File: config.mk
export PLATFORM = sky130hd
export DESIGN_NAME = dsl_frame_mux_demux
export DESIGN_NICKNAME = d
export VERILOG_FILES = /design/src/logic/dsl_frame_mux_demux.v /design/src/logic/frame_sync_finder.v
export VERILOG_INCLUDE_DIRS = /design/src /design/src/logic
export SDC_FILE = /design/constraint.sdc
export NUM_CORES = 1
export LEC_CHECK = 0
export CAP_MARGIN = 15
export CORE_UTILIZATION = 45
export CTS_CLUSTER_DIAMETER = 150
export DETAILED_ROUTE_END_ITERATION = 8
export DONT_BUFFER_PORTS = 1
export PLACE_DENSITY = 0.58
export SLEW_MARGIN = 40
export SYNTH_ARGS = -nofsm -noshare
export SYNTH_HDL_FRONTEND = slang
export SYNTH_HIERARCHICAL = 1
export SYNTH_SLANG_ARGS = --single-unit
File: constraint.sdc
create_clock -name mclk -period 87.6 [get_ports mclk]
set_input_delay 8.76 -clock mclk [delete_from_list [all_inputs] [get_ports mclk]]
set_output_delay 8.76 -clock mclk [all_outputs]
set_load 0.01 [all_outputs]
File: src/logic/frame_defines.vh
// How it works
// (RULE_01) Frame has four groups; group one opens with 14-bit sync word, two overhead bits.
// (RULE_02) One-pair payload block is 289 bits: one auxiliary bit, thirty-six core bytes.
// (RULE_03) Auxiliary bits 1 to 48, one per block, form an 8 kbit/s channel.
// (RULE_04) Transmitter forces auxiliary bits 1 through 8 to one.
// (RULE_05) Auxiliary bits 9 to 48 pass transparently; unused ones are sent as one.
// (RULE_06) Groups two to four hold ten overhead bits then twelve payload blocks.
// (RULE_07) Four stuffing slots at frame end; normally one pair, omitted or doubled by phase.
// (RULE_08) Stuffing decision has a dead band of at least 2 unit intervals.
// (RULE_09) One-pair frame is 13920 bits nominal, 13922 or 13918 with stuffing.
// (RULE_10) Receiver measures frame length by finding next sync word, then adapts.
// (RULE_11) Same layout both directions; unassigned bits are sent as one.
// (RULE_12) Every pair uses an identical bit assignment.
// (RULE_13) Two-pair: bits 1-14 sync, 15 loss indicator, 16 block error, blocks at 17-1756.
// (RULE_14) Two-pair bits 1757-1766 carry channel address, opcode, byte, CRC, power, violation.
// (RULE_15) Power status bits only meaningful from customer side; else sent as one.
// (RULE_16) Two-pair bits 3507-3516 carry message 1-4, CRC 3-4, regenerator flags.
// (RULE_17) Two-pair blocks at 1767-3506, 3517-5256, 5267-7006; stuffing at 7007-7010.
// (RULE_18) Two-pair bits 5257-5266 carry message 5-8, CRC 5-6, alarm, ready, indicators.
// (RULE_19) Every frame bit including sync and stuffing goes to the scrambler.
// (RULE_20) Two-pair stuffing insertions and removals are identical on both pairs.
// (RULE_21) Two-pair payload block is 145 bits: one auxiliary bit, eighteen core bytes.
`ifndef FRAME_DEFINES_VH
`define FRAME_DEFINES_VH
`define SYNC_LEN         14
`define SYNC_WORD        14'h3CF0
`define OH_FIRST         2
`define OH_GROUP         10
`define BLOCKS_PER_GROUP 12
`define BLOCK_LEN_1P     289
`define BLOCK_LEN_2P     145
`define AUX_RESERVED     8
`define AUX_COUNT        48
`define STUFF_MAX        4
`define FRAME_NOM_1P     13920
`define FRAME_NOM_2P     7008
`define PHASE_UI         2
`define CNT_W            14
`endif

File: src/logic/dsl_frame_mux_demux.v
`include "frame_defines.vh"
module dsl_frame_mux_demux (
  input  wire                 mclk,
  input  wire                 rst_n,
  input  wire                 two_pair,
  input  wire                 customer_side,
  input  wire                 bit_en,
  input  wire                 core_bit,
  output wire                 core_ready,
  input  wire [`AUX_COUNT-1:0] aux_tx,
  input  wire [45:0]          oh_tx,
  input  wire signed [7:0]    phase_err,
  output reg                  tx_bit,
  output reg                  tx_frame_start,
  input  wire                 rx_line_bit,
  input  wire                 rx_bit_en,
  output reg                  rx_core_bit,
  output reg                  rx_core_valid,
  output reg                  rx_aux_bit,
  output reg                  rx_aux_valid,
  output reg [5:0]            rx_aux_index,
  output reg                  rx_oh_bit,
  output reg                  rx_oh_valid,
  output reg [5:0]            rx_oh_index,
  output reg [`CNT_W-1:0]     rx_frame_len,
  output reg                  rx_len_valid
);
  // ---------------------------------------------------------------
  // Bit position decode shared by both directions.
  // ---------------------------------------------------------------
  localparam [1:0] K_SYNC = 2'd0;
  localparam [1:0] K_OH   = 2'd1;
  localparam [1:0] K_AUX  = 2'd2;
  localparam [1:0] K_CORE = 2'd3;
  // Both directions use the same decoder, so layout never differs.
  function [15:0] classify;
    input [`CNT_W-1:0] pos;
    input              tp;
    reg   [`CNT_W-1:0] blen;
    reg   [`CNT_W-1:0] gpay;
    reg   [`CNT_W-1:0] off;
    reg   [2:0]        g;
    begin
      blen = tp ? 14'd`BLOCK_LEN_2P : 14'd`BLOCK_LEN_1P; // RULE_02 RULE_21
      gpay = blen * 14'd`BLOCKS_PER_GROUP;
      off  = pos - 14'd`SYNC_LEN - 14'd`OH_FIRST;
      g    = 3'd0;
      classify = 16'h0000;
      if (pos < 14'd`SYNC_LEN) begin
        classify = {K_SYNC, 8'h00, pos[5:0]}; // RULE_01 RULE_13
      end else if (pos < 14'd`SYNC_LEN + 14'd`OH_FIRST) begin
        classify = {K_OH, 8'h00, pos[5:0]};
      end else begin
        if (off >= gpay) begin
          off = off - gpay;
          g   = 3'd1; // RULE_06
        end
        classify = decode_rest(off, g, blen, gpay);
      end
    end
  endfunction
  // Resolves overhead, auxiliary and core positions after the two overhead bits of group one.
  function [15:0] decode_rest;
    input [`CNT_W-1:0] off_in;
    input [2:0]        g_in;
    input [`CNT_W-1:0] blen;
    input [`CNT_W-1:0] gpay;
    reg   [`CNT_W-1:0] off;
    reg   [2:0]        g;
    reg   [`CNT_W-1:0] inb;
    reg   [5:0]        blk;
    reg   [5:0]        ohn;
    integer            i;
    begin
      off = off_in;
      g   = 3'd0;
      decode_rest = 16'h0000;
      if (g_in != 3'd0) begin
        g = 3'd1;
        for (i = 0; i < 3; i = i + 1) begin
          if (g != 3'd4 && off >= 14'd`OH_GROUP + gpay) begin
            off = off - (14'd`OH_GROUP + gpay);
            g = g + 3'd1;
          end
        end
      end
      if (g == 3'd4) begin
        decode_rest = {K_OH, 8'h00, 6'd46 + off[5:0]}; // RULE_07 RULE_17
      end else if (g != 3'd0 && off < `OH_GROUP) begin
        ohn = 6'd16 + {g - 3'd1, 3'd0} + {2'd0, g - 3'd1, 1'b0} + off[5:0];
        decode_rest = {K_OH, 8'h00, ohn}; // RULE_14 RULE_16 RULE_18
      end else begin
        if (g != 3'd0) off = off - 14'd`OH_GROUP;
        blk = 6'd0;
        inb = off;
        for (i = 0; i < `BLOCKS_PER_GROUP - 1; i = i + 1) begin
          if (inb >= blen) begin
            inb = inb - blen;
            blk = blk + 6'd1;
          end
        end
        blk = blk + {g[1:0], 3'd0} + {1'b0, g[1:0], 2'd0};
        if (inb == 0)
          decode_rest = {K_AUX, 8'h00, blk}; // RULE_03
        else
          decode_rest = {K_CORE, 8'h00, blk};
      end
    end
  endfunction

  // ---------------------------------------------------------------
  // Stuffing decision with a dead band.
  // ---------------------------------------------------------------
  // Phase error is in unit intervals at the tributary rate; the dead band keeps
  // small wander from toggling the stuffing length every frame.
  reg [2:0] stuff_bits;
  wire [2:0] next_stuff =
    (phase_err >  $signed(8'd`PHASE_UI)) ? 3'd4 :
    (phase_err < -$signed(8'd`PHASE_UI)) ? 3'd0 : 3'd2; // RULE_08 RULE_20

  wire [`CNT_W-1:0] body_len = two_pair ? (14'd`FRAME_NOM_2P - 14'd2)
                                        : (14'd`FRAME_NOM_1P - 14'd2);
  wire [`CNT_W-1:0] tx_len   = body_len + {11'd0, stuff_bits}; // RULE_09

  // ---------------------------------------------------------------
  // Transmit multiplexer.
  // ---------------------------------------------------------------
  reg  [`CNT_W-1:0] tx_pos;
  wire [15:0]       tx_cls  = classify(tx_pos, two_pair);
  localparam [`SYNC_LEN-1:0] SYNC_PATTERN = `SYNC_WORD;
  wire [1:0]        tx_kind = tx_cls[15:14];
  wire [5:0]        tx_idx  = tx_cls[5:0];
  assign core_ready = bit_en && tx_kind == K_CORE;
  // Power status is unassigned outside the customer-to-exchange direction.
  wire ps_slot = (tx_idx == 6'd22) || (tx_idx == 6'd23);
  wire oh_val  = (ps_slot && !customer_side) ? 1'b1 : oh_tx[tx_idx]; // RULE_11 RULE_15
  reg next_tx_bit;
  always @* begin
    case (tx_kind)
      K_SYNC:  next_tx_bit = SYNC_PATTERN[`SYNC_LEN - 1 - tx_idx];
      K_OH:    next_tx_bit = (tx_idx >= 6'd46) ? 1'b1 : oh_val;
      K_AUX:   next_tx_bit = (tx_idx < `AUX_RESERVED) ? 1'b1 : aux_tx[tx_idx]; // RULE_04 RULE_05
      default: next_tx_bit = core_bit;
    endcase
  end
  always @(posedge mclk) begin
    if (!rst_n) begin
      tx_pos         <= {`CNT_W{1'b0}};
      tx_bit         <= 1'b1;
      tx_frame_start <= 1'b0;
      stuff_bits     <= 3'd2;
    end else begin
      tx_frame_start <= 1'b0;
      if (bit_en) begin
        tx_bit <= next_tx_bit; // RULE_19 RULE_12
        if (tx_pos == tx_len - 14'd1) begin
          tx_pos     <= {`CNT_W{1'b0}};
          stuff_bits <= next_stuff; // RULE_07
          tx_frame_start <= 1'b1;
        end else begin
          tx_pos <= tx_pos + 14'd1;
        end
      end
    end
  end

  // ---------------------------------------------------------------
  // Receive demultiplexer.
  // ---------------------------------------------------------------
  reg rx_m1, rx_s, en_m1, en_s, en_d;
  always @(posedge mclk) begin
    if (!rst_n) begin
      rx_m1 <= 1'b0;
      rx_s  <= 1'b0;
      en_m1 <= 1'b0;
      en_s  <= 1'b0;
      en_d  <= 1'b0;
    end else begin
      rx_m1 <= rx_line_bit;
      rx_s  <= rx_m1;
      en_m1 <= rx_bit_en;
      en_s  <= en_m1;
      en_d  <= en_s;
    end
  end
  wire rx_take = en_s && !en_d;
  wire sync_hit;
  frame_sync_finder u_sync (
    .mclk     (mclk),
    .rst_n    (rst_n),
    .bit_en   (rx_take),
    .bit_in   (rx_s),
    .sync_hit (sync_hit)
  );
  // Bits are delayed by the sync length so the frame decoded is the one
  // whose start has just been located by its own sync word.
  reg [`CNT_W-1:0] rx_pos;
  reg [`CNT_W-1:0] rx_count;
  reg [`SYNC_LEN-1:0] rx_hist;
  // Nothing is reported until a first sync word has aligned the position count.
  reg                 rx_locked;
  wire [15:0] rx_cls = classify(rx_pos, two_pair);
  always @(posedge mclk) begin
    if (!rst_n) begin
      rx_pos <= {`CNT_W{1'b0}};
      rx_count <= {`CNT_W{1'b0}};
      rx_hist <= {`SYNC_LEN{1'b0}};
      rx_locked <= 1'b0;
      rx_frame_len <= {`CNT_W{1'b0}};
      rx_len_valid <= 1'b0;
      rx_core_bit <= 1'b0;
      rx_core_valid <= 1'b0;
      rx_aux_bit <= 1'b0;
      rx_aux_valid <= 1'b0;
      rx_aux_index <= 6'd0;
      rx_oh_bit <= 1'b0;
      rx_oh_valid <= 1'b0;
      rx_oh_index <= 6'd0;
    end else begin
      rx_core_valid <= 1'b0;
      rx_aux_valid <= 1'b0;
      rx_oh_valid <= 1'b0;
      rx_len_valid <= 1'b0;
      if (rx_take) begin
        rx_hist <= {rx_hist[`SYNC_LEN-2:0], rx_s};
        rx_count <= rx_count + 14'd1;
        rx_pos <= rx_pos + 14'd1;
        case (rx_locked ? rx_cls[15:14] : K_SYNC)
          K_CORE: begin
            rx_core_bit <= rx_hist[`SYNC_LEN-1];
            rx_core_valid <= 1'b1;
          end
          K_AUX: begin
            rx_aux_bit <= rx_hist[`SYNC_LEN-1];
            rx_aux_valid <= 1'b1;
            rx_aux_index <= rx_cls[5:0];
          end
          K_OH: begin
            rx_oh_bit <= rx_hist[`SYNC_LEN-1];
            rx_oh_valid <= (rx_cls[5:0] < 6'd46);
            rx_oh_index <= rx_cls[5:0];
          end
          default: begin
          end
        endcase
      end
      if (sync_hit) begin
        rx_frame_len <= rx_count; // RULE_10
        rx_len_valid <= rx_locked;
        rx_locked <= 1'b1;
        rx_count <= {`CNT_W{1'b0}};
        rx_pos <= {`CNT_W{1'b0}};
      end
    end
  end
endmodule

File: src/logic/frame_sync_finder.v
`include "frame_defines.vh"
module frame_sync_finder (
  input  wire                 mclk,
  input  wire                 rst_n,
  input  wire                 bit_en,
  input  wire                 bit_in,
  output reg                  sync_hit
);
  reg [`SYNC_LEN-1:0] shift;
  always @(posedge mclk) begin
    if (!rst_n) begin
      shift    <= {`SYNC_LEN{1'b0}};
      sync_hit <= 1'b0;
    end else begin
      sync_hit <= 1'b0;
      if (bit_en) begin
        shift    <= {shift[`SYNC_LEN-2:0], bit_in};
        sync_hit <= ({shift[`SYNC_LEN-2:0], bit_in} == `SYNC_WORD); // RULE_10
      end
    end
  end
endmodule

==> impl_results.md, run 1 <==
* Run status: complete, no violations
* Max Cap Viol at 0
* DR DRC count at 0
* Number of cell rows at 96
* CTS tree: yes
* RSZ-0062 raised after global routing: false
* Slowest stage cell on the critical path: and3_1
* Critical path's top delay family: compound AO/OA/AOI/OAI gates
* Sink Count at 113
* First-pass GRT wire length at 167000 µm
* Post-synth top flop: dfxtp_1
* Crit path buffers/inverters at 20
* Worst-Margin Slew at 871 ps
* Setup Crit Path Kind: in -> out
* EDFF count, synth at 0
* Worst-path clk slew at 50 ps
* Hold Vio Cnt, Final at 0
* Die area at 71100 µm²
* Setup Buffers After CTS at 0
* Starting Density at 45.7%
* H-tree depth at 4
* Period utilization at 63.2%
* Antenna violations before repair at 7
* Die Y at 267 µm
* DR pass1 iterations at 7
* Most frequent cells in the layout: nand2_1, nor2_1, a21oi_1, xnor2_1, ha_1
* Commonest non-fill, non-tap cell in the layout: nand2_1
* Largest net degree at the start of global routing at 64
* Reg-to-Reg Start: rx_pos[4]$_SDFFE_PP0P_
* NumNets Final at 4682
* DR vias/cell at 6.38
* CP Launch Type: input pin
* Syn Inst Count at 4446
* Reg2Reg Setup Slack at 45980 ps
* Distinct cells, synth at 151
* Syn Nets at 4798
* Slowest stage delay, CP at 680 ps
* Worst R2R End: rx_oh_valid$_SDFF_PN0_
* Worst slew margin at 41.2%
* CTS Buffer Depth at 2
* Crit Path Max Fanout at 63
* Wire per inst at 19.8 µm
* Via count at 33667
* Clock root buffer master: clkbuf_16
* Core box area at 68900 µm²
* Hold Path Cell Cnt at 1
* Post-synthesis sequential area ratio at 7.18%
* F_max at 0.0181 GHz
* Hold-fix buffers, CTS at 0
* Met1 usage at 38.7%
* Fraction of layout cells with a size suffix above 1 at 8.15%
* GRT met2 Usage at 46.0%
* Worst endpoint data arrival time at 46580 ps
* Later-pin clock latency in the skew report at 420 ps
* Area growth, synth to finish at 4.49%
* Setup TNS at 0 ps
* Met3 global-route usage at 4.31%
* Post-CTS sizing at 0
* Post-synthesis cell area at 31500 µm²
* Drt total wl at 104000 µm
* Final setup fails at 0
* Area post-placement at 32200 µm²
* Crit path top cell by count: ha_1
* WP data required at 78840 ps
* Final count of pins violating max slew at 0
* Largest cells by area after synthesis: ha_1, xnor2_1, dfxtp_1, nand2_1, a21oi_1
* Yosys reg bits at 113
* YS warnings at 6
* Post-route cell area at 32900 µm²
* Worst hold path class: reg -> reg
* Gr busiest metal: met2
* Inserted Clock Buffers at 17
* Post-synthesis area per instance at 7.09 µm²
* GRT Util Overall at 28.5%
* HP Start: rx_m1$_SDFF_PN0_
* GRT overflow at 0
* Reg2reg path depth at 147
* Top cell type's share of synthesized area at 9.29%
* Drt initial violations at 2685
* Routability cong. at 0.958
* Layout Skew at 11.5 ps
* Final min period at 55340 ps
* Post-synth top area cell: ha_1
* Async set or reset register ratio after synthesis at 0%
* DRT antenna net count at 0
* # port buffers at 0
* Critical path endpoint category: output pin
* Worst Hold End: rx_s$_SDFF_PN0_
* Vias in the first global route at 30992
* DP HPWL at 82800 µm
* Die X at 267 µm
* # IOs at 146
## metal layers
| layer | wire length [µm] | up-vias |
|---|---|---|
| met5 | 0 | - |
| met4 | 2800 | 0 |
| met3 | 6270 | 143 |
| met2 | 47000 | 1020 |
| met1 | 48300 | 15870 |
| li1 | - | 16634 |
## cells by family (layout without fill, tap and decap cells)
group / count (synthesis) / count (layout) / synth area share [%]
simple gates: 1775 / 1775 / 28.9
flops: 113 / 113 / 7.18
buf+inv: 360 / 257 / 4.66
mux: 168 / 168 / 5.96
other cells: 0 / 7 / 0
compound gates: 1399 / 1399 / 32.5
fa+ha+maj: 242 / 242 / 9.80
xor+xnor: 389 / 389 / 11.0
## cell type report
| type | count | area, µm² |
|---|---|---|
| Antenna cell | 7 | 17.5 |
| Clock buffer | 20 | 447 |
| Clock inverter | 12 | 181 |
| Fill cell | 7230 | 36000 |
| Inverter | 192 | 723 |
| Multi-Input combinational cell | 3973 | 27900 |
| Sequential cell | 113 | 2260 |
| Tap cell | 931 | 1160 |
| Timing Repair Buffer | 33 | 248 |
## worst register-to-register path, delay by kind of cell, from the launching register on
family / cells / cell delay, ps
AOI/OAI and AO/OA: 48 / 12680
adders and majority gates: 20 / 7350
xor gates and xnor gates: 4 / 970
and+or+nand+nor: 59 / 15120
DFF: 1 / 670
buffers and inverters: 11 / 2970
muxes: 5 / 1790
## Yosys cell counts (all sizes together) (45+ instances only)
| master | instances |
|---|---|
| o21a | 45 |
| inv | 185 |
| nand2 | 499 |
| nand3 | 158 |
| and3 | 58 |
| o31ai | 53 |
| clkbuf | 100 |
| a211oi | 72 |
| o21ai | 249 |
| and2 | 83 |
| nor3 | 145 |
| dfxtp | 113 |
| mux2i | 100 |
| ha | 234 |
| buf | 68 |
| xnor2 | 267 |
| xor2 | 120 |
| a31oi | 78 |
| mux2 | 61 |
| nor4 | 54 |
| o211ai | 69 |
| a21oi | 301 |
| a21o | 61 |
| or3 | 57 |
| nand4 | 77 |
| nor2 | 393 |
## state kept, by name, summed over array words and instances, names as in the netlist, 2 cells and up
signal and cells:
tx_pos 14, rx_aux_index 6, rx_count 14, stuff_bits 2, rx_pos 14, rx_oh_index 6
u_sync/shift 13, rx_frame_len 14, rx_hist 14
## worst max path at each step
| stage | start | to | slack (ps) | cells past startpoint |
|---|---|---|---|---|
| CTS | two_pair | core_ready | 32360 | 134 |
| finish | two_pair | core_ready | 32260 | 132 |
| global placement | two_pair | core_ready | 32530 | 132 |
| detailed placement | two_pair | core_ready | 32380 | 133 |
| floorplan | two_pair | core_ready | 39420 | 143 |
| global route | two_pair | core_ready | 29270 | 133 |
## through the flow
step	util [%]	setup WS (ps)	instances	hold slack [ps]
final	47.7	32260	5281	430
after global routing	47.7	29270	5276	452
after CTS	47.7	32360	5274	434
after detailed placement	46.7	32380	5242	421
after global placement	46.7	32530	5242	420
after floorplan	-	39420	4446	412
Power of run 1 is not shown: default switching activity piles up to over one toggle a cycle in this logic, so the estimate is an artifact.
==> run 2: changes to the inputs <==
Clock period 87.6 ns to 55.8 ns, I/O delays scaled along.
==> run 2 against run 1 <==
Via count decreased by 0.31%. Clock-buffer cell count fell by 1. Sequential cell count is the same. Die area stayed put. Hold slack improved by 11 ps. Utilization is essentially flat. Sequential share of layout area about the same. Critical path type unchanged. Critical endpoint unchanged.
==> impl_results.md, run 2 (synthesis results as in run 1) <==
* Slowest stage cell on the critical path: nor2_1
* Setup Crit Path Kind: in -> out
* Final setup fails at 0
* Commonest non-fill, non-tap cell in the layout: nand2_1
* DR DRC count at 0
* DR pass1 iterations at 9
* Number of cell rows at 96
* Finished Core Util at 47.7%
* Reg2reg path depth at 143
* Fin cells at 5274
* Die area at 71100 µm²
* Wire per inst at 19.8 µm
* Hold-fix buffers, CTS at 0
* Starting Density at 45.7%
* Fraction of layout cells with a size suffix above 1 at 8.18%
* Drt initial violations at 3080
* Worst hold path class: reg -> reg
* Later-pin clock latency in the skew report at 420 ps
* Cells after DPL at 5241
* DRT antenna net count at 0
* DR vias/cell at 6.36
* Layout Skew at 10.7 ps
* Critical path endpoint category: output pin
* Worst endpoint data arrival time at 41970 ps
* Setup TNS at 0 ps
* Most frequent cells in the layout: nand2_1, nor2_1, a21oi_1, xnor2_1, ha_1
* Worst slew margin at 41.4%
* First-pass GRT wire length at 167000 µm
* CTS tree: yes
* Antenna violations before repair at 3
* Via count at 33563
* Drt total wl at 105000 µm
* Die Y at 267 µm
* # IOs at 146
* Final count of pins violating max slew at 0
* GRT overflow at 0
* GRT Util Overall at 28.4%
* Worst-Margin Slew at 878 ps
* Run status: complete, no violations
* Largest net degree at the start of global routing at 64
* Die X at 267 µm
* Crit Path Max Fanout at 63
* Max Cap Viol at 0
* Post-CTS sizing at 0
* Sink Count at 113
* Crit path top cell by count: ha_1
* CP Launch Type: input pin
* Slowest stage delay, CP at 750 ps
* WP data required at 50220 ps
* # port buffers at 0
* Core box area at 68900 µm²
* Area growth, synth to finish at 4.50%
* F_max at 0.0210 GHz
* Routability cong. at 0.962
* Clock root buffer master: clkbuf_16
* Inserted Clock Buffers at 17
* DP HPWL at 83000 µm
* RSZ-0062 raised after global routing: false
* H-tree depth at 4
* NumNets Final at 4681
* Setup Buffers After CTS at 0
* Period utilization at 85.2%
* Final min period at 47550 ps
* CTS Buffer Depth at 2
* Worst-path clk slew at 60 ps
* Hold Vio Cnt, Final at 0
* Vias in the first global route at 31097
* Hold Path Cell Cnt at 1
==> run 2: cell types whose count changed in the layout (fill, tap and decap cells not counted), moves of 2 or more <==
cell | before | now
clkbuf_1 | 2 | 0
diode_2 | 7 | 1
clkinv_2 | 4 | 2
nor4_1 | 45 | 43
nor4_2 | 5 | 7
inv_6 | 2 | 5
==> run 2: stage by stage <==
stage          area (µm²)  setup slack, ps  hold slack, ps
4_1_cts             32900             8370             441
6_report            32900             8250             441
3_5_place_dp        32200             8480             428
3_3_place_gp        32200             8490             433
2_1_floorplan       31500            13980             412
5_1_grt             32900             5630             466
==> run 2: layout make-up <==
| cell class | instances | area [µm²] |
|---|---|---|
| diodes | 1 | 2.50 |
| flip-flops and latches | 113 | 2260 |
| repair buffers | 32 | 240 |
| clock buffers | 19 | 453 |
| multi-input cells | 3973 | 27900 |
| fillers | 7183 | 36000 |
| inverters | 192 | 723 |
| clock inverters | 13 | 196 |
| well taps | 931 | 1160 |
==> run 2: worst max-delay path, delay by kind of cell <==
family / cells / cell delay, ps
AO/OA/AOI/OAI: 50 / 15170
AND/OR/NAND/NOR: 41 / 11650
adder cells (fa/ha/maj): 16 / 5160
buffers and inverters: 16 / 3090
XOR/XNOR: 4 / 1220
==> run 2: path summary, 6_finish.rpt <==
kind | startpoint | to | slack (ps)
setup / recovery | two_pair | core_ready | 8250
hold / removal | en_m1$_SDFF_PN0_ | en_s$_SDFF_PN0_ | 440
setup reg to reg | rx_pos[4]$_SDFFE_PP0P_ | rx_oh_valid$_SDFF_PN0_ | 14300
hold reg to reg | en_m1$_SDFF_PN0_ | en_s$_SDFF_PN0_ | 440
==> run 2: layer usage <==
layer / routed length [µm] / up-vias / GRT usage (%)
met3: 6620 / 138 / 3.37
met5: 13 / - / 0
met4: 2090 / 2 / 6.12
met2: 47400 / 1002 / 47.1
li1: - / 16620 / -
met1: 48400 / 15801 / 39.1
Power of run 2 is left out for the same reason.
